--- config.mk ---
export PLATFORM = sky130hd
export DESIGN_NAME = spmc_port_ctrl
export DESIGN_NICKNAME = d
export VERILOG_FILES = /design/src/hdl/spmc_port_ctrl.v /design/src/hdl/spmc_clk_div.v
export VERILOG_INCLUDE_DIRS = /design/src /design/src/include
export SDC_FILE = /design/constraint.sdc
export NUM_CORES = 1
export LEC_CHECK = 0
export BUFFER_PORTS_ARGS = -buffer_cell sky130_fd_sc_hd__buf_2
export CAP_MARGIN = 25
export CORE_MARGIN = 2
export CORE_UTILIZATION = 35
export DETAILED_ROUTE_END_ITERATION = 8
export SLEW_MARGIN = 40
export SYNTH_ARGS = -nofsm -noshare
export SYNTH_HDL_FRONTEND = slang
export SYNTH_SLANG_ARGS = --single-unit
--- constraint.sdc ---
create_clock -name sys_clk -period 4 [get_ports sys_clk]
set_clock_uncertainty 0.2 [all_clocks]
set_input_delay 0 -clock sys_clk [delete_from_list [all_inputs] [get_ports sys_clk]]
set_output_delay 0 -clock sys_clk [all_outputs]
set_load 0.01 [all_outputs]
--- src/include/spmc_map.vh ---
// Contract
// Slave buffer write while shifting sets collision
// Byte into full buffer sets overflow; the code sets it only for a slave that is not transmitting
// Master operation never sets overflow
// SPI enable hands SCK SDO SDI SS
// I2C enable hands SDA and SCL
// Software sets pin directions; I2C pins inputs
// SPI polarity selects clock idle level
// I2C slave polarity clear stretches SCL
// I2C master ignores polarity bit
// Codes 0000-0010 SPI master Fosc/4,16,64
// Code 0011 SPI master timer/2
// Code 1010 SPI master Fosc/(4(d+1))
// Divider zero not used in SPI
// Codes 0100/0101 SPI slave, select on/off
// Codes 0110/0111 I2C slave 7/10-bit
// Codes 1110/1111 add start/stop interrupts
// Code 1000 I2C master Fosc/(4(d+1))
// Divider 0,1,2 not used in I2C
// Code 1011 firmware I2C master, slave idle
// Codes 1001,1100,1101 reserved for software
// Reserved code acts as disabled port
`ifndef SPMC_MAP_VH
`define SPMC_MAP_VH
// Register indices on the local port
`define SPMC_REG_CTRL 3'h0
`define SPMC_REG_BUF 3'h1
`define SPMC_REG_DIV 3'h2
`define SPMC_REG_STAT 3'h3
// Control register fields
`define SPMC_BIT_WRITE_COLLISION_FLAG 7
`define SPMC_BIT_OVF 6
`define SPMC_BIT_EN 5
`define SPMC_BIT_CKP 4
`define SPMC_MODE_HI 3
`define SPMC_MODE_LO 0
`define SPMC_CTRL_RST 8'h00
`define SPMC_DIV_RST 8'h00
// Status register fields
`define SPMC_BIT_VALID 0
`define SPMC_BIT_BUSY 1
`define SPMC_BIT_FULL 2
`define SPMC_BIT_SEL 3
`define SPMC_BIT_SCL 4
// Mode codes
`define SPMC_M_SPI_F4 4'h0
`define SPMC_M_SPI_F16 4'h1
`define SPMC_M_SPI_F64 4'h2
`define SPMC_M_SPI_TMR 4'h3
`define SPMC_M_SPIS_SS 4'h4
`define SPMC_M_SPIS 4'h5
`define SPMC_M_I2CS7 4'h6
`define SPMC_M_I2CS10 4'h7
`define SPMC_M_I2CM 4'h8
`define SPMC_M_RSV9 4'h9
`define SPMC_M_SPI_DIV 4'hA
`define SPMC_M_I2C_FW 4'hB
`define SPMC_M_RSVC 4'hC
`define SPMC_M_RSVD 4'hD
`define SPMC_M_I2CS7_SP 4'hE
`define SPMC_M_I2CS10_SP 4'hF
// Half-period reload counts, minus one, in system clocks; SPMC_HALF_TMR counts timer pulses
`define SPMC_HALF_F4 9'h001
`define SPMC_HALF_F16 9'h007
`define SPMC_HALF_F64 9'h01F
`define SPMC_HALF_TMR 9'h000
`endif

--- src/hdl/spmc_port_ctrl.v ---
// Design decisions made here: the strobed register port and the register addresses.
`timescale 1ns/1ns
`include "spmc_map.vh"
// Mode control, status flags, pin takeover and clock generation of a serial port
module spmc_port_ctrl (
   input wire sys_clk, // System clock, 20 MHz
   input wire rst_n, // Synchronous reset, active low
   input wire ce, // Clock enable, freezes all state when low
   input wire [2:0] bus_addr, // Register index
   input wire [7:0] bus_wdata, // Write data
   input wire bus_wr, // Write strobe
   input wire bus_rd, // Read strobe
   output reg [7:0] bus_rdata, // Read data, valid the cycle after the strobe
   input wire xfer_busy, // Shifter is moving a word
   input wire rx_done, // Shifter pulse: a byte has arrived
   input wire [7:0] rx_data, // Byte from the shifter
   input wire slave_tx, // Port is transmitting as SPI or I2C slave
   input wire tmr_tick, // Periodic timer output pulse
   input wire sck_in, // SCK pin level
   input wire ss_n_in, // Slave select pin, active low
   input wire scl_in, // SCL pin level
   output reg xfer_start, // Pulse: start a master transfer
   output reg [7:0] tx_data, // Word for the shifter
   output reg spi_pins_own, // Port owns SCK, SDO, SDI, SS
   output reg ss_pin_own, // Port owns the SS pin
   output reg i2c_pins_own, // Port owns SDA and SCL
   output reg sck_out, // SCK drive level in master modes
   output reg sck_oe, // SCK output enable
   output reg sck_slave, // Synchronised SCK for slave shifting
   output reg slave_sel, // SPI slave is selected
   output reg scl_out, // SCL drive level, open drain
   output reg scl_oe, // SCL output enable, high holds SCL low
   output reg i2c_slave_on, // I2C slave function active
   output reg i2c_master_on, // I2C master function active
   output reg i2c_fw_master, // Firmware driven I2C master
   output reg addr_ten_bit, // I2C slave uses 10-bit address
   output reg start_stop_irq_en, // Start and stop interrupts enabled
   output reg brg_tick // I2C master bit clock quarter tick
);
   // Software state
   reg write_collision_flag;
   reg receive_overflow_flag;
   reg serial_port_enable;
   reg clock_polarity_release;
   reg [3:0] port_mode_select;
   reg [7:0] baud_divider_value;
   reg [7:0] transfer_buffer;
   reg buf_full;
   // Pin synchronisers
   reg sck_s1, sck_s2;
   reg ss_s1, ss_s2;
   reg scl_s1, scl_s2;
   // Decoded mode
   reg mode_valid;
   reg m_spi_master;
   reg m_spi_slave;
   reg m_i2c_slave;
   reg m_i2c_master;
   reg m_i2c_fw;
   reg [8:0] half_reload;
   wire port_on;
   wire is_master;
   wire is_slave;
   wire div_run;
   wire div_step;
   wire div_tick;
   wire wr_ctrl;
   wire wr_buf;
   wire wr_div;
   wire rd_buf;
   wire [7:0] ctrl_rd;
   wire [7:0] stat_rd;
   // Reset image of the control word
   localparam [7:0] ctrl_rst = `SPMC_CTRL_RST;

   // Mode decoder with the divider reload for each clock source
   always @* begin
      mode_valid = 1'b1;
      m_spi_master = 1'b0;
      m_spi_slave = 1'b0;
      m_i2c_slave = 1'b0;
      m_i2c_master = 1'b0;
      m_i2c_fw = 1'b0;
      half_reload = `SPMC_HALF_F4;
      case (port_mode_select)
         `SPMC_M_SPI_F4: begin
            m_spi_master = 1'b1;
         end
         `SPMC_M_SPI_F16: begin
            m_spi_master = 1'b1;
            half_reload = `SPMC_HALF_F16;
         end
         `SPMC_M_SPI_F64: begin
            m_spi_master = 1'b1;
            half_reload = `SPMC_HALF_F64;
         end
         `SPMC_M_SPI_TMR: begin
            m_spi_master = 1'b1;
            half_reload = `SPMC_HALF_TMR;
         end
         `SPMC_M_SPI_DIV: begin
            m_spi_master = 1'b1;
            half_reload = {baud_divider_value, 1'b1};
         end
         `SPMC_M_SPIS_SS, `SPMC_M_SPIS: begin
            m_spi_slave = 1'b1;
         end
         `SPMC_M_I2CS7, `SPMC_M_I2CS10, `SPMC_M_I2CS7_SP, `SPMC_M_I2CS10_SP: begin
            m_i2c_slave = 1'b1;
         end
         `SPMC_M_I2CM: begin
            m_i2c_master = 1'b1;
            half_reload = {1'b0, baud_divider_value};
         end
         `SPMC_M_I2C_FW: begin
            m_i2c_fw = 1'b1;
         end
         default: begin
            mode_valid = 1'b0;
         end
      endcase
   end

   // Reserved codes leave the port off
   assign port_on = serial_port_enable & mode_valid;
   assign is_master = m_spi_master | m_i2c_master | m_i2c_fw;
   assign is_slave = m_spi_slave | m_i2c_slave;

   // Timer mode counts timer pulses, other modes count system clocks
   assign div_run = port_on & ((m_spi_master & xfer_busy) | m_i2c_master);
   assign div_step = (port_mode_select == `SPMC_M_SPI_TMR) ? tmr_tick : 1'b1;

   spmc_clk_div u_div (
      .sys_clk(sys_clk),
      .rst_n(rst_n),
      .ce(ce),
      .run(div_run),
      .step(div_step),
      .reload(half_reload),
      .tick(div_tick)
   );

   // Bus decode
   assign wr_ctrl = bus_wr & (bus_addr == `SPMC_REG_CTRL);
   assign wr_buf = bus_wr & (bus_addr == `SPMC_REG_BUF);
   assign wr_div = bus_wr & (bus_addr == `SPMC_REG_DIV);
   assign rd_buf = bus_rd & (bus_addr == `SPMC_REG_BUF);
   // Control word as software reads it
   assign ctrl_rd = {write_collision_flag, receive_overflow_flag, serial_port_enable,
                     clock_polarity_release, port_mode_select};
   // Status word; the top bits read zero
   assign stat_rd = {3'h0, // Unused
                     scl_s2, // SCL level after the synchroniser
                     slave_sel, // SPI slave selected
                     buf_full, // Received byte not yet read
                     xfer_busy, // Shifter moving a word
                     mode_valid}; // Mode code not reserved

   // Pin synchronisers
   always @(posedge sys_clk) begin
      if (!rst_n) begin
         sck_s1 <= 1'b0;
         sck_s2 <= 1'b0;
         ss_s1 <= 1'b1;
         ss_s2 <= 1'b1;
         scl_s1 <= 1'b1;
         scl_s2 <= 1'b1;
      end else if (ce) begin
         sck_s1 <= sck_in;
         sck_s2 <= sck_s1;
         ss_s1 <= ss_n_in;
         ss_s2 <= ss_s1;
         scl_s1 <= scl_in;
         scl_s2 <= scl_s1;
      end
   end

   // Control register, divider and read port
   always @(posedge sys_clk) begin
      if (!rst_n) begin
         serial_port_enable <= ctrl_rst[`SPMC_BIT_EN];
         clock_polarity_release <= ctrl_rst[`SPMC_BIT_CKP];
         port_mode_select <= ctrl_rst[`SPMC_MODE_HI:`SPMC_MODE_LO];
         baud_divider_value <= `SPMC_DIV_RST;
         bus_rdata <= 8'h00;
      end else if (ce) begin
         if (wr_ctrl) begin
            serial_port_enable <= bus_wdata[`SPMC_BIT_EN];
            clock_polarity_release <= bus_wdata[`SPMC_BIT_CKP];
            port_mode_select <= bus_wdata[`SPMC_MODE_HI:`SPMC_MODE_LO];
         end
         if (wr_div) begin
            baud_divider_value <= bus_wdata; // Zero values are a software fault
         end
         // Read data stand for one cycle, zero otherwise
         bus_rdata <= 8'h00;
         if (bus_rd) begin
            case (bus_addr)
               `SPMC_REG_CTRL: bus_rdata <= ctrl_rd;
               `SPMC_REG_BUF: bus_rdata <= transfer_buffer;
               `SPMC_REG_DIV: bus_rdata <= baud_divider_value;
               `SPMC_REG_STAT: bus_rdata <= stat_rd;
               default: bus_rdata <= 8'h00;
            endcase
         end
      end
   end

   // Flags and the transfer buffer; hardware set wins over a software clear
   always @(posedge sys_clk) begin
      if (!rst_n) begin
         write_collision_flag <= ctrl_rst[`SPMC_BIT_WRITE_COLLISION_FLAG];
         receive_overflow_flag <= ctrl_rst[`SPMC_BIT_OVF];
         transfer_buffer <= 8'h00;
         buf_full <= 1'b0;
         tx_data <= 8'h00;
         xfer_start <= 1'b0;
      end else if (ce) begin
         // Start pulse lasts one cycle
         xfer_start <= 1'b0;
         // Software clears a flag by writing zero to its bit
         if (wr_ctrl & ~bus_wdata[`SPMC_BIT_WRITE_COLLISION_FLAG]) begin
            write_collision_flag <= 1'b0;
         end
         if (wr_ctrl & ~bus_wdata[`SPMC_BIT_OVF]) begin
            receive_overflow_flag <= 1'b0;
         end
         if (rd_buf) begin
            buf_full <= 1'b0;
         end
         // Hardware sets come after the clears so they win a shared cycle
         if (wr_buf & port_on) begin
            if (is_slave & xfer_busy) begin
               write_collision_flag <= 1'b1;
            end else if (~xfer_busy) begin
               tx_data <= bus_wdata;
               xfer_start <= is_master;
            end
         end
         // A full buffer keeps its old byte; only a receiving slave flags the loss
         if (rx_done & port_on) begin
            if (buf_full & ~rd_buf) begin
               if (is_slave & ~slave_tx) begin
                  receive_overflow_flag <= 1'b1;
               end
            end else begin
               transfer_buffer <= rx_data;
               buf_full <= 1'b1;
            end
         end
      end
   end

   // Pin ownership and mode outputs
   always @(posedge sys_clk) begin
      if (!rst_n) begin
         spi_pins_own <= 1'b0;
         ss_pin_own <= 1'b0;
         i2c_pins_own <= 1'b0;
         i2c_slave_on <= 1'b0;
         i2c_master_on <= 1'b0;
         i2c_fw_master <= 1'b0;
         addr_ten_bit <= 1'b0;
         start_stop_irq_en <= 1'b0;
         slave_sel <= 1'b0;
         sck_slave <= 1'b0;
      end else if (ce) begin
         spi_pins_own <= port_on & (m_spi_master | m_spi_slave);
         ss_pin_own <= port_on & (port_mode_select == `SPMC_M_SPIS_SS);
         i2c_pins_own <= port_on & (m_i2c_slave | m_i2c_master | m_i2c_fw);
         i2c_slave_on <= port_on & m_i2c_slave;
         i2c_master_on <= port_on & (m_i2c_master | m_i2c_fw);
         i2c_fw_master <= port_on & m_i2c_fw;
         // Slave configuration outputs stay low while the port is off
         addr_ten_bit <= port_on & m_i2c_slave & port_mode_select[0];
         start_stop_irq_en <= port_on & m_i2c_slave & port_mode_select[3];
         slave_sel <= port_on & m_spi_slave & (port_mode_select[0] | ~ss_s2);
         sck_slave <= sck_s2;
      end
   end

   // Serial clocks: SPI master idle level and toggling, I2C slave stretching
   always @(posedge sys_clk) begin
      if (!rst_n) begin
         sck_out <= 1'b0;
         sck_oe <= 1'b0;
         scl_out <= 1'b0;
         scl_oe <= 1'b0;
         brg_tick <= 1'b0;
      end else if (ce) begin
         sck_oe <= port_on & m_spi_master;
         // SPI master clock idles at the polarity level and toggles on divider ticks
         if (~(port_on & m_spi_master & xfer_busy)) begin
            sck_out <= clock_polarity_release;
         end else if (div_tick) begin
            sck_out <= ~sck_out;
         end
         scl_out <= 1'b0;
         // On SCL, polarity only matters to the slave; masters leave SCL to their sequencer
         scl_oe <= port_on & m_i2c_slave & ~clock_polarity_release;
         brg_tick <= port_on & m_i2c_master & div_tick;
      end
   end
endmodule // spmc_port_ctrl

--- src/hdl/spmc_clk_div.v ---
`timescale 1ns/1ns
// Reloading down counter that gives one tick per half period
module spmc_clk_div (
   input wire sys_clk, // System clock
   input wire rst_n, // Synchronous reset, active low
   input wire ce, // Clock enable
   input wire run, // Count while high, restart while low
   input wire step, // Count qualifier
   input wire [8:0] reload, // Half period minus one, in steps
   output reg tick // One-cycle pulse per half period
);
   reg [8:0] count;

   // Count steps and reload on expiry or when stopped
   always @(posedge sys_clk) begin
      if (!rst_n) begin
         count <= 9'h000;
         tick <= 1'b0;
      end else if (ce) begin
         tick <= 1'b0;
         if (!run) begin
            count <= reload;
         end else if (step) begin
            if (count == 9'h000) begin
               count <= reload;
               tick <= 1'b1;
            end else begin
               count <= count - 9'h001;
            end
         end
      end
   end
endmodule // spmc_clk_div

== Yosys cells after proc, flatten, opt, wreduce, memory -nomap -nowiden ==
Cells that the tools add are included.

* Bitwise operators: 48
* Add/sub/neg operators: 1
* Mux-type cells: 31
* Reduce and logical (&&, ||, !) cells: 13
* Equal/unequal tests: 17

{| class="wikitable"
|+ Operator list
! cell !! count
|-
| 9-bit one-hot mux with 5 select lines || 1
|-
| 8-bit one-hot mux with 4 select lines || 1
|-
| 1-bit bitwise AND || 29
|-
| 9-bit two-way mux || 3
|-
| 1-bit two-way mux || 25
|-
| 4-bit equality test, second input constant || 5
|-
| 4-bit by 3-bit equality test with 1-bit output, second input constant || 4
|-
| 13-bit OR reduction || 1
|-
| 1-bit NOT || 10
|-
| 9-bit zero test || 1
|-
| 1-bit bitwise OR || 9
|-
| 9-bit by 1-bit subtractor with 9-bit output, second input constant || 1
|-
| 4-bit by 2-bit equality test with 1-bit output, second input constant || 2
|-
| 8-bit two-way mux || 1
|-
| 2-bit AND reduction || 4
|-
| 3-bit by 2-bit equality test with 1-bit output, second input constant || 2
|-
| 5-bit OR reduction || 1
|-
| 4-bit by 1-bit equality test with 1-bit output, second input constant || 1
|-
| 4-bit zero test || 1
|-
| 4-bit AND reduction || 1
|-
| 4-bit OR reduction || 1
|-
| 3-bit by 1-bit equality test with 1-bit output, second input constant || 1
|-
| 3-bit zero test || 1
|-
| 3-bit AND reduction || 1
|-
| 3 further kinds || 3
|}

* Input port bits: 31
* Register bits after elaboration: 72
* Logic and storage cells: 143
* Output and inout port bits: 32

== Depth between registers and ports, before layout ==
Gate-level depths: netlist (run 1).

* Depth in word-level cells: 8
* Mapped depth: 8
* Gate-level depth less buffers: 7

== Modules after synthesis ==
Synthesis (run 1) repeated with hierarchy kept, for this count alone.

* Cells, all modules: 421
* Area total of the unflattened synthesis: 3,608.5 sq um

{| class="wikitable"
|+ Modules (own cells, without submodules)
! module !! instances !! cells an instance !! area an instance (sq um) !! seq. area each (sq um)
|-
| spmc_port_ctrl || 1 || 338 || 2,947.8 || 1,241.2
|-
| spmc_clk_div || 1 || 83 || 660.6 || 200.2
|}

== Least setup slack after synthesis (run 1) ==
No wires, ideal clock.

* Path kind: register to register
* Start point: reg u_div.count[0]
* End point: reg u_div.count[3]
* Library setup time: 0.066 ns
* Setup slack: 1.772 ns
* Stages on the path, launching flop included: 9
* Clock period less this slack: 2.228 ns
* Path buffers: 1
* Arrival time: 1.962 ns
* Path through: dfxtp_1 inv_1 ha_1 or3b_1 buf_6 or3_4 a2111oi_4 o21ai_2 a21boi_2

* Cells in the longest elaborated chain, start to end: 4
* Elaborated cells on any way between the ends: 5
* Classes of those cells: add/sub: 1; mux: 3; reduce/logical: 1

{| class="wikitable"
|+ RTL lines
! what !! RTL line !! RTL
|-
| start: declaration || spmc_clk_div.v:12 || <nowiki>reg [8:0] count;</nowiki>
|-
| start signal: assignment || spmc_clk_div.v:22 || <nowiki>count <= reload;</nowiki>
|-
| start signal: assignment || spmc_clk_div.v:25 || <nowiki>count <= reload;</nowiki>
|-
| start signal: assignment || spmc_clk_div.v:28 || <nowiki>count <= count - 9'h001;</nowiki>
|-
| 9-bit by 1-bit subtractor with 9-bit output or 9-bit zero test (tied branches) || spmc_clk_div.v:28, spmc_clk_div.v:24 ||
|-
| 9-bit two-way mux (*) || spmc_clk_div.v:24 || <nowiki>if (count == 9'h000) begin</nowiki>
|-
| 9-bit two-way mux (*) || spmc_clk_div.v:23 || <nowiki>end else if (step) begin</nowiki>
|-
| 9-bit two-way mux (*) || spmc_clk_div.v:21 || <nowiki>if (!run) begin</nowiki>
|}

Mark *: on every way between the ends. The rest lies on a longest branch, timed or not. The select of a mux whose other input is x is not followed.
A chain may end at the register's enable or synchronous reset.

== Final worst setup path (run 1) ==
* Start point: reg port_mode_select[1]
* End point: reg u_div.count[1]

* Cells in the longest elaborated chain, start to end: 8
* Elaborated cells on any way between the ends: 29
* Classes of those cells: eq/ne: 13; mux: 8; bitwise: 4; reduce/logical: 4

{| class="wikitable"
|+ RTL lines
! what !! RTL line !! RTL
|-
| start: declaration || spmc_port_ctrl.v:45 || <nowiki>reg [3:0] port_mode_select;</nowiki>
|-
| start signal: assignment || spmc_port_ctrl.v:183 || <nowiki>port_mode_select <= ctrl_rst[`SPMC_MODE_HI:`SPMC_MODE_LO];</nowiki>
|-
| start signal: assignment || spmc_port_ctrl.v:190 || <nowiki>port_mode_select <= bus_wdata[`SPMC_MODE_HI:`SPMC_MODE_LO];</nowiki>
|-
| 4-bit by 2-bit equality test with 1-bit output, or another cell as far along || spmc_port_ctrl.v:85 || <nowiki>case (port_mode_select)</nowiki>
|-
| 5-bit OR reduction (no source line) || -- ||
|-
| 1-bit two-way mux || spmc_port_ctrl.v:85 ||
|-
| 1-bit bitwise AND || spmc_port_ctrl.v:130 || <nowiki>assign div_run = port_on & ((m_spi_master & xfer_busy) | m_i2c_master);</nowiki>
|-
| 1-bit bitwise OR || spmc_port_ctrl.v:130 ||
|-
| 1-bit bitwise AND || spmc_port_ctrl.v:130 ||
|-
| 2-bit inequality test (no source line) || -- ||
|-
| 2-bit AND reduction (no source line) || -- ||
|}

Several ways; a longest one is shown, not always the timed one. The select of a mux whose other input is x is not followed.

==> run metrics, run 1 <==
outcome=finished clean; # setup viols final=0; Die Wd=between 100 and 150 um; unrepaired setup endpoints after global routing=no; vias in the first global route=3043; clock power share=44.9%; Worst Max-Slew Pin Slew=about 750 ps; total number of vias=around 3.2k; ant diodes=0; setup TNS=0 ps; DRT Pass-1 Iters=4; cells after synthesis=approximately 400; Comb power frac=about 8.5%; Final Hold Fails=0; Hold Crit Start=tmr_tick; Synth async-reset ratio=0%; register area=about 0.0014 mm2; # rows=36; initial antenna violation count=0; Post-synth EDFFs=0; VDD IR max=0.163 mV; Critical Path RT=approximately 4000 ps; htree depth=3; All-Layer GR Usage=about 17%; nets=approximately 510; I/O pins=between 60 and 70; period utilization=between 60 and 70%; total power=roughly 1600 uW; most frequent cells in the layout=72 x dfxtp_1, 60 x buf_2, 44 x nand2_1; area of the multi-input gates=roughly 0.002 mm2; Critical Path Sink Type=flop; metal3 WL=roughly 480 um; Hold WS=51.5 ps; Pwr Density=about 350 mW/mm2; clock sink count=just over 70; post-synthesis cell area=0.00359 mm2; pin count of the biggest net entering global routing=74; DRT Wirelength=9380 um; worst-path fanout max=23; most common cell after layout, fill and taps aside=dfxtp_1; initial DRC count=138; Mean Syn Cell Area=8.99 um2; met2 wire len=~4200 um; post-CTS setup buffers=0; HPWL after DPL=between 6000 and 7000 um; switching portion of total power=22.2%; Post-Syn Nets=approximately 430; fmax=~360 MHz; DR top layer=met4; Cell Int Power=~1200 uW; Worst setup SP type=flop; Hold Path Class=in2reg; Placeable Area=0.00986 mm2; antenna-violating nets left=0; synth warn=0; Critical Path AT=2800 ps; input/output buffers=about 60; die height=105 um; share of the yosys chip area belonging to registers=approximately 40%; Critical Path Start=port_mode_select[1]; part of the power in registers=between 40% and 50%; area grow syn2layout=26.6%; min Tclk post-route=around 2800 ps; leakage power=about 0.0017 uW; clock root cell=clkbuf_8; global-route wire length before repair=between 15000 and 20000 um; number of gates resized after CTS=0; initial core utilization=a little over a third; DRC Markers=0; share of layout cells above drive strength 1=slightly above 20%; vias per cell=around 5.2; Max clock buf depth=2; M1 WL=approximately 4500 um; maxcap violations=0; switching pwr=approximately 350 uW; clk_lat worst skew=roughly 350 ps; Fill cells=961; die area=roughly 0.011 mm2; CTS tree=built; WS Path Type=reg2reg; flops & latches, synth=72; Hold Buf Count CTS=34; slew margin rel.=between 40% and 50%; worst reg2reg path startpoint=port_mode_select[1]; CTS clk-pin slew, worst paths=70 ps; gpl congestion=roughly 0.86; Pins Over Slew Limit=0; Top FF cell, synth=dfxtp_1; gr ovfl total=0; wire per inst=15.3 um; Unique masters post-synth=62; TritonCTS buffer count=9
[final cells by class]
cell class              instances  share of cell area (%)
multi-input cells             289                    43.9
flip-flops and latches         72                    31.7
repair buffers                 97                    14.6
well taps                     133                    3.66
clock buffers                  11                    3.11
clock inverters                 5                    2.29
inverters                       8                   0.661
[registers in the layout (all words and copies together), names as in the netlist, 4 cells and up]
name and flops:
baud_divider_value 8, tx_data 8, u_div.count 9, port_mode_select 4, transfer_buffer 8, bus_rdata 8
[cell families after synthesis]
| logic type | after synthesis | synth area share (%) |
|---|---|---|
| flops | 72 | 40.2 |
| simple gates | 159 | 24.1 |
| buf+inv | 38 | 4.50 |
| mux | 33 | 11.0 |
| xor+xnor | 1 | 0.244 |
| other cells | 1 | 0.105 |
| fa+ha+maj | 1 | 0.349 |
| compound gates | 94 | 19.5 |
[power by group through the flow]
stage                     Clock (uW)  Sequential, uW  Combinational [uW]
after floorplan                    0             745                76.3
after global placement             0             749                 107
after detailed placement           0             749                 108
after CTS                        722             732                 134
after global routing             757             733                 146
final                            706             732                 134
[synthesized netlist by cell type (all sizes together), types with 3 or more instances]
library cell   n  area (um2)
nor2          14        52.6
o211ai         3        22.5
nand3         12        60.1
nor3           6        41.3
mux2i         27         270
nor4           4        25.0
dfxtp         72        1440
and2           9        56.3
nor2b         35         219
a22oi          6        45.0
inv            8        30.0
o22ai          4        25.0
clkbuf        17        63.8
o21ai         13        68.8
or3            6        42.5
or2            4        25.0
a21oi         15        75.1
buf           13        67.6
a21boi        25         191
nand2         44         165
o2111ai        3        26.3
o2bb2ai        4        35.0
mux4           5         113
nand2b         9        56.3
and3           5        31.3
[per-layer routing]
layer | vias up | GRT usage (%)
li1 | 1579 | -
met5 | - | 0
met2 | 88 | 27.4
met1 | 1527 | 22.4
met4 | 0 | 4.48
met3 | 10 | 4.89
[worst paths after layout]
kind	end	slack (ps)	depth (start not counted)
max reg2reg	u_div.count[1]	1240	4
max	u_div.count[1]	1240	4
min reg2reg	ss_s2	270	2
min	u_div.count[5]	50	4
[per-stage QoR]
step	std cells	cell area (um2)	util, %	worst slack, ps
2_1_floorplan	399	3590	-	1770
3_3_place_gp	565	3950	40.0	1310
3_5_place_dp	565	3960	40.1	1320
4_1_cts	615	4540	46.0	1290
5_1_grt	615	4540	46.0	1020
6_report	615	4540	46.0	1240
[worst max-delay path, stage by stage, from the launching register on]
cell and delay (ps):
dfxtp_1 810, nand3b_1 180, o31ai_1 650, o21ai_0 440, o221a_2 380
Note: power is estimated with default switching activity, not from simulation.
==> run 2, diff against run 1 <==
--- a/config.mk
+++ b/config.mk
@@ -6,6 +6,7 @@
 export SDC_FILE = /design/constraint.sdc
 export NUM_CORES = 1
 export LEC_CHECK = 0
+export ABC_AREA = 1
 export BUFFER_PORTS_ARGS = -buffer_cell sky130_fd_sc_hd__buf_2
 export CAP_MARGIN = 25
 export CORE_MARGIN = 2
==> constraint.sdc (replaced) <==
create_clock -name sys_clk -period 2.4 [get_ports sys_clk]
set_clock_uncertainty 0.2 [all_clocks]
set_input_delay 0 -clock sys_clk [delete_from_list [all_inputs] [get_ports sys_clk]]
set_output_delay 0 -clock sys_clk [all_outputs]
set_load 0.01 [all_outputs]
==> run 2 against run 1 <==
Cell count up 15%. Synthesized cell count up 21%. Non-clock buffer count down 1. Critical path depth up 4. Core utilization up 0.15 points. Sequential power up 69%. Sequential share of layout area up 1.7 points. Die area down 5.2%. Clock power up 33%. Combinational power up 110%. Via count up 6.9%. Critical endpoint is now receive_overflow_flag. Largest cell class unchanged. Largest power group unchanged.
==> run metrics, run 2 <==
area grow syn2layout=27.0% (was 26.6%); fmax=443 MHz (was 362 MHz); maxcap violations=0 (unchanged); flops & latches, synth=72 (unchanged); Post-Syn Nets=514 (was 431); synth warn=0 (unchanged); VDD IR max=0.416 mV (was 0.163 mV); crit path capture=receive_overflow_flag (was u_div.count[1]); initial DRC count=173 (was 138); clock sink count=72 (unchanged); post-CTS setup buffers=0 (unchanged); Hold Path Class=in2reg (unchanged); post-synthesis cell area=0.00339 mm2 (was 0.00359 mm2); count leader, synth=nand2_1 (was dfxtp_1); Critical Path Sink Type=flop (unchanged); Critical Path Start=port_mode_select[2] (was port_mode_select[1]); Cell Int Power=1810 uW (was 1220 uW); clk_lat worst skew=350 ps (about the same); r2r endpoint=receive_overflow_flag (was u_div.count[1]); Placeable Area=0.00933 mm2 (was 0.00986 mm2); Max clock buf depth=2 (unchanged); pre-CTS setup slack=361 ps (was 1320 ps); Worst Max-Slew Pin Slew=515 ps (was 751 ps); min Tclk post-route=2260 ps (was 2760 ps); input/output buffers=61 (unchanged); # rows=35 (was 36); DRT Pass-1 Iters=7 (was 4); Critical Path RT=2480 ps (was 4040 ps); wire per inst=13.8 um (was 15.3 um); gr ovfl total=0 (unchanged); Synth async-reset ratio=0% (unchanged); CTS tree=built (unchanged); Pwr Density=572 mW/mm2 (was 346 mW/mm2); Largest Register=u_div.count (unchanged); setup TNS=0 ps (unchanged); Pins Over Slew Limit=0 (unchanged); Synth top cells by count=106 x nand2_1, 72 x dfxtp_1, 55 x a21oi_1, 46 x nor2_1, 42 x o21ai_0 (was 72 x dfxtp_1, 44 x nand2_1, 35 x nor2b_1, 27 x mux2i_1, 24 x a21boi_0); pin count of the biggest net entering global routing=35 (was 74); switching portion of total power=26.6% (was 22.2%); ant diodes=0 (unchanged); gpl congestion=0.950 (was 0.859); fin worst setup slack=143 ps (was 1240 ps); die height=102 um (was 105 um); HPWL after DPL=6980 um (was 6420 um); most common cell after layout, fill and taps aside=nand2_1 (was dfxtp_1); Critical Path AT=2340 ps (was 2800 ps); met1 GRT Util=26.9% (was 22.4%); R2R depth=8 (was 4); Worst setup SP type=flop (unchanged); met2 usage=30.4% (was 27.4%); vias in the first global route=3184 (was 3043); htree depth=3 (unchanged); vias per cell=4.86 (was 5.21); worst reg2reg path startpoint=port_mode_select[2] (was port_mode_select[1]); worst-path fanout max=7 (was 23); clock power share=38.1% (was 44.9%); GR peak layer=met2 (unchanged); initial antenna violation count=0 (unchanged); number of flip-flops in the largest register=9 (unchanged); Post-synth EDFFs=0 (unchanged); Reg2Reg Setup Slack=140 ps (was 1240 ps); initial core utilization=36.4% (about the same); most frequent cells in the layout=105 x nand2_1, 72 x dfxtp_1, 61 x buf_2 (was 72 x dfxtp_1, 60 x buf_2, 44 x nand2_1); Top FF cell, synth=dfxtp_1 (unchanged); share of the yosys chip area belonging to registers=42.5% (was 40.2%); TritonCTS buffer count=9 (unchanged); DRC Markers=0 (unchanged); clock root cell=clkbuf_8 (unchanged); part of the power in registers=50.2% (was 46.6%); I/O pins=63 (unchanged); unrepaired setup endpoints after global routing=no (unchanged); CTS clk-pin slew, worst paths=80 ps (was 70 ps); leakage power=0.00176 uW (was 0.00171 uW); total number of vias=3424 (was 3204); global-route wire length before repair=15600 um (was 15100 um); period utilization=94.0% (was 69.1%); Mean Syn Cell Area=7.04 um2 (was 8.99 um2); main area contributors after synthesis=dfxtp_1 42%, nand2_1 12%, a21oi_1 8.1%, o21ai_0 6.2%, nor2_1 5.1% (was dfxtp_1 40%, mux2i_1 7.5%, nor2b_1 6.1%, a21boi_0 5.0%, nand2_1 4.6%); Die Wd=102 um (was 105 um); Final Hold Fails=0 (unchanged); WS Path Type=reg2reg (unchanged); antenna-violating nets left=0 (unchanged); top cell type's share of synthesized area=42.5% (was 40.2%); die area=0.0105 mm2 (was 0.0111 mm2); outcome=finished clean (unchanged); nets=604 (was 509); # setup viols final=0 (unchanged); share of layout cells above drive strength 1=18.8% (was 20.1%); cells after synthesis=482 (was 399); Comb power frac=11.7% (was 8.5%); dominant cell type by area after synthesis=dfxtp_1 (unchanged); DRT Wirelength=9700 um (was 9380 um); slew margin rel.=65.5% (was 49.9%); Hold WS=31.2 ps (was 51.5 ps); switching pwr=656 uW (was 349 uW); All-Layer GR Usage=19.2% (was 17.0%); Unique masters post-synth=38 (was 62); met3 Resource Use GR=3.69% (was 4.89%)
## run 2: cell types whose count changed in the layout (fill, tap and decap cells not counted), moves of 27 or more
cell and delta:
a21oi_1 +40, inv_1 +33, mux2i_1 -27, nor2b_1 -34, nand2_1 +61, o21ai_0 +30
nor2_1 +32
## run 2: per-layer routing
| metal | vias to the layer above | part of all wire, % | wire length (um) |
|---|---|---|---|
| li1 | 1777 | - | - |
| met1 | 1564 | 49 | 4750 |
| met2 | 81 | 46 | 4450 |
| met3 | 2 | 4.6 | 449 |
| met4 | 0 | 0.46 | 45 |
| met5 | - | 0 | 0 |
## run 2: area by class of cell
type	instances	area, um2
fill	960	5020
sequential	72	1440
multi-input combinational	344	1690
tap	129	161
inverter	49	184
clock buffer	9	124
clock inverter	6	61.3
timing repair buffer	96	646
## run 2: worst min-delay path by stage
stage | start | end | slack [ps] | depth (start not counted)
global route | bus_addr[1] | bus_rdata[6] | 70 | 6
finish | bus_addr[1] | bus_rdata[6] | 30 | 6
global placement | scl_in | scl_s1 | 20 | 3
detailed placement | scl_in | scl_s1 | 20 | 3
floorplan | scl_in | scl_s1 | -70 | 2
CTS | bus_addr[1] | bus_rdata[6] | 10 | 6
## run 2: power by group through the flow
stage / clock [uW] / sequential [uW] / combinational [uW]
3_3_place_gp: 0 / 1260 / 246
2_1_floorplan: 0 / 1260 / 167
4_1_cts: 968 / 1240 / 286
5_1_grt: 1010 / 1240 / 322
6_report: 938 / 1240 / 288
3_5_place_dp: 0 / 1270 / 248
## run 2: critical path: stages (launching register included)
cell           delay [ps]
dfxtp_1               420
nor2_1                250
nor2_4                 80
nor2_4                170
nand2_1                90
nor3_1                160
nand3_1               110
dlygate4sd3_1         590
a21oi_1               120
## run 2: through the flow
stage / cell area [um2] / instances / utilization, % / total power [uW]
final: 4310 / 705 / 46.2 / 2460
after global routing: 4310 / 705 / 46.2 / 2570
after CTS: 4310 / 705 / 46.2 / 2490
after detailed placement: 3810 / 659 / 40.9 / 1510
after global placement: 3810 / 659 / 40.9 / 1510
after floorplan: 3390 / 482 / - / 1430
## run 2: cell families (layout without fill, tap and decap cells)
kind of cell    count (synthesis)  in the layout  synth area share, %
simple gates                  207            207                 27.8
compound gates                133            133                 21.0
flops                          72             72                 42.5
buf+inv                        66            160                 7.71
xor+xnor                        2              2                0.517
fa+ha+maj                       1              1                0.369
other cells                     1              1                0.111
## run 2: repair_timing
action / 4_1_cts / 5_1_grt
endpoints found under the setup margin: 0 / 1
gates resized for setup: 0 / 1
hold endpoints to repair: 49 / 0
hold buffers: 31 / 0
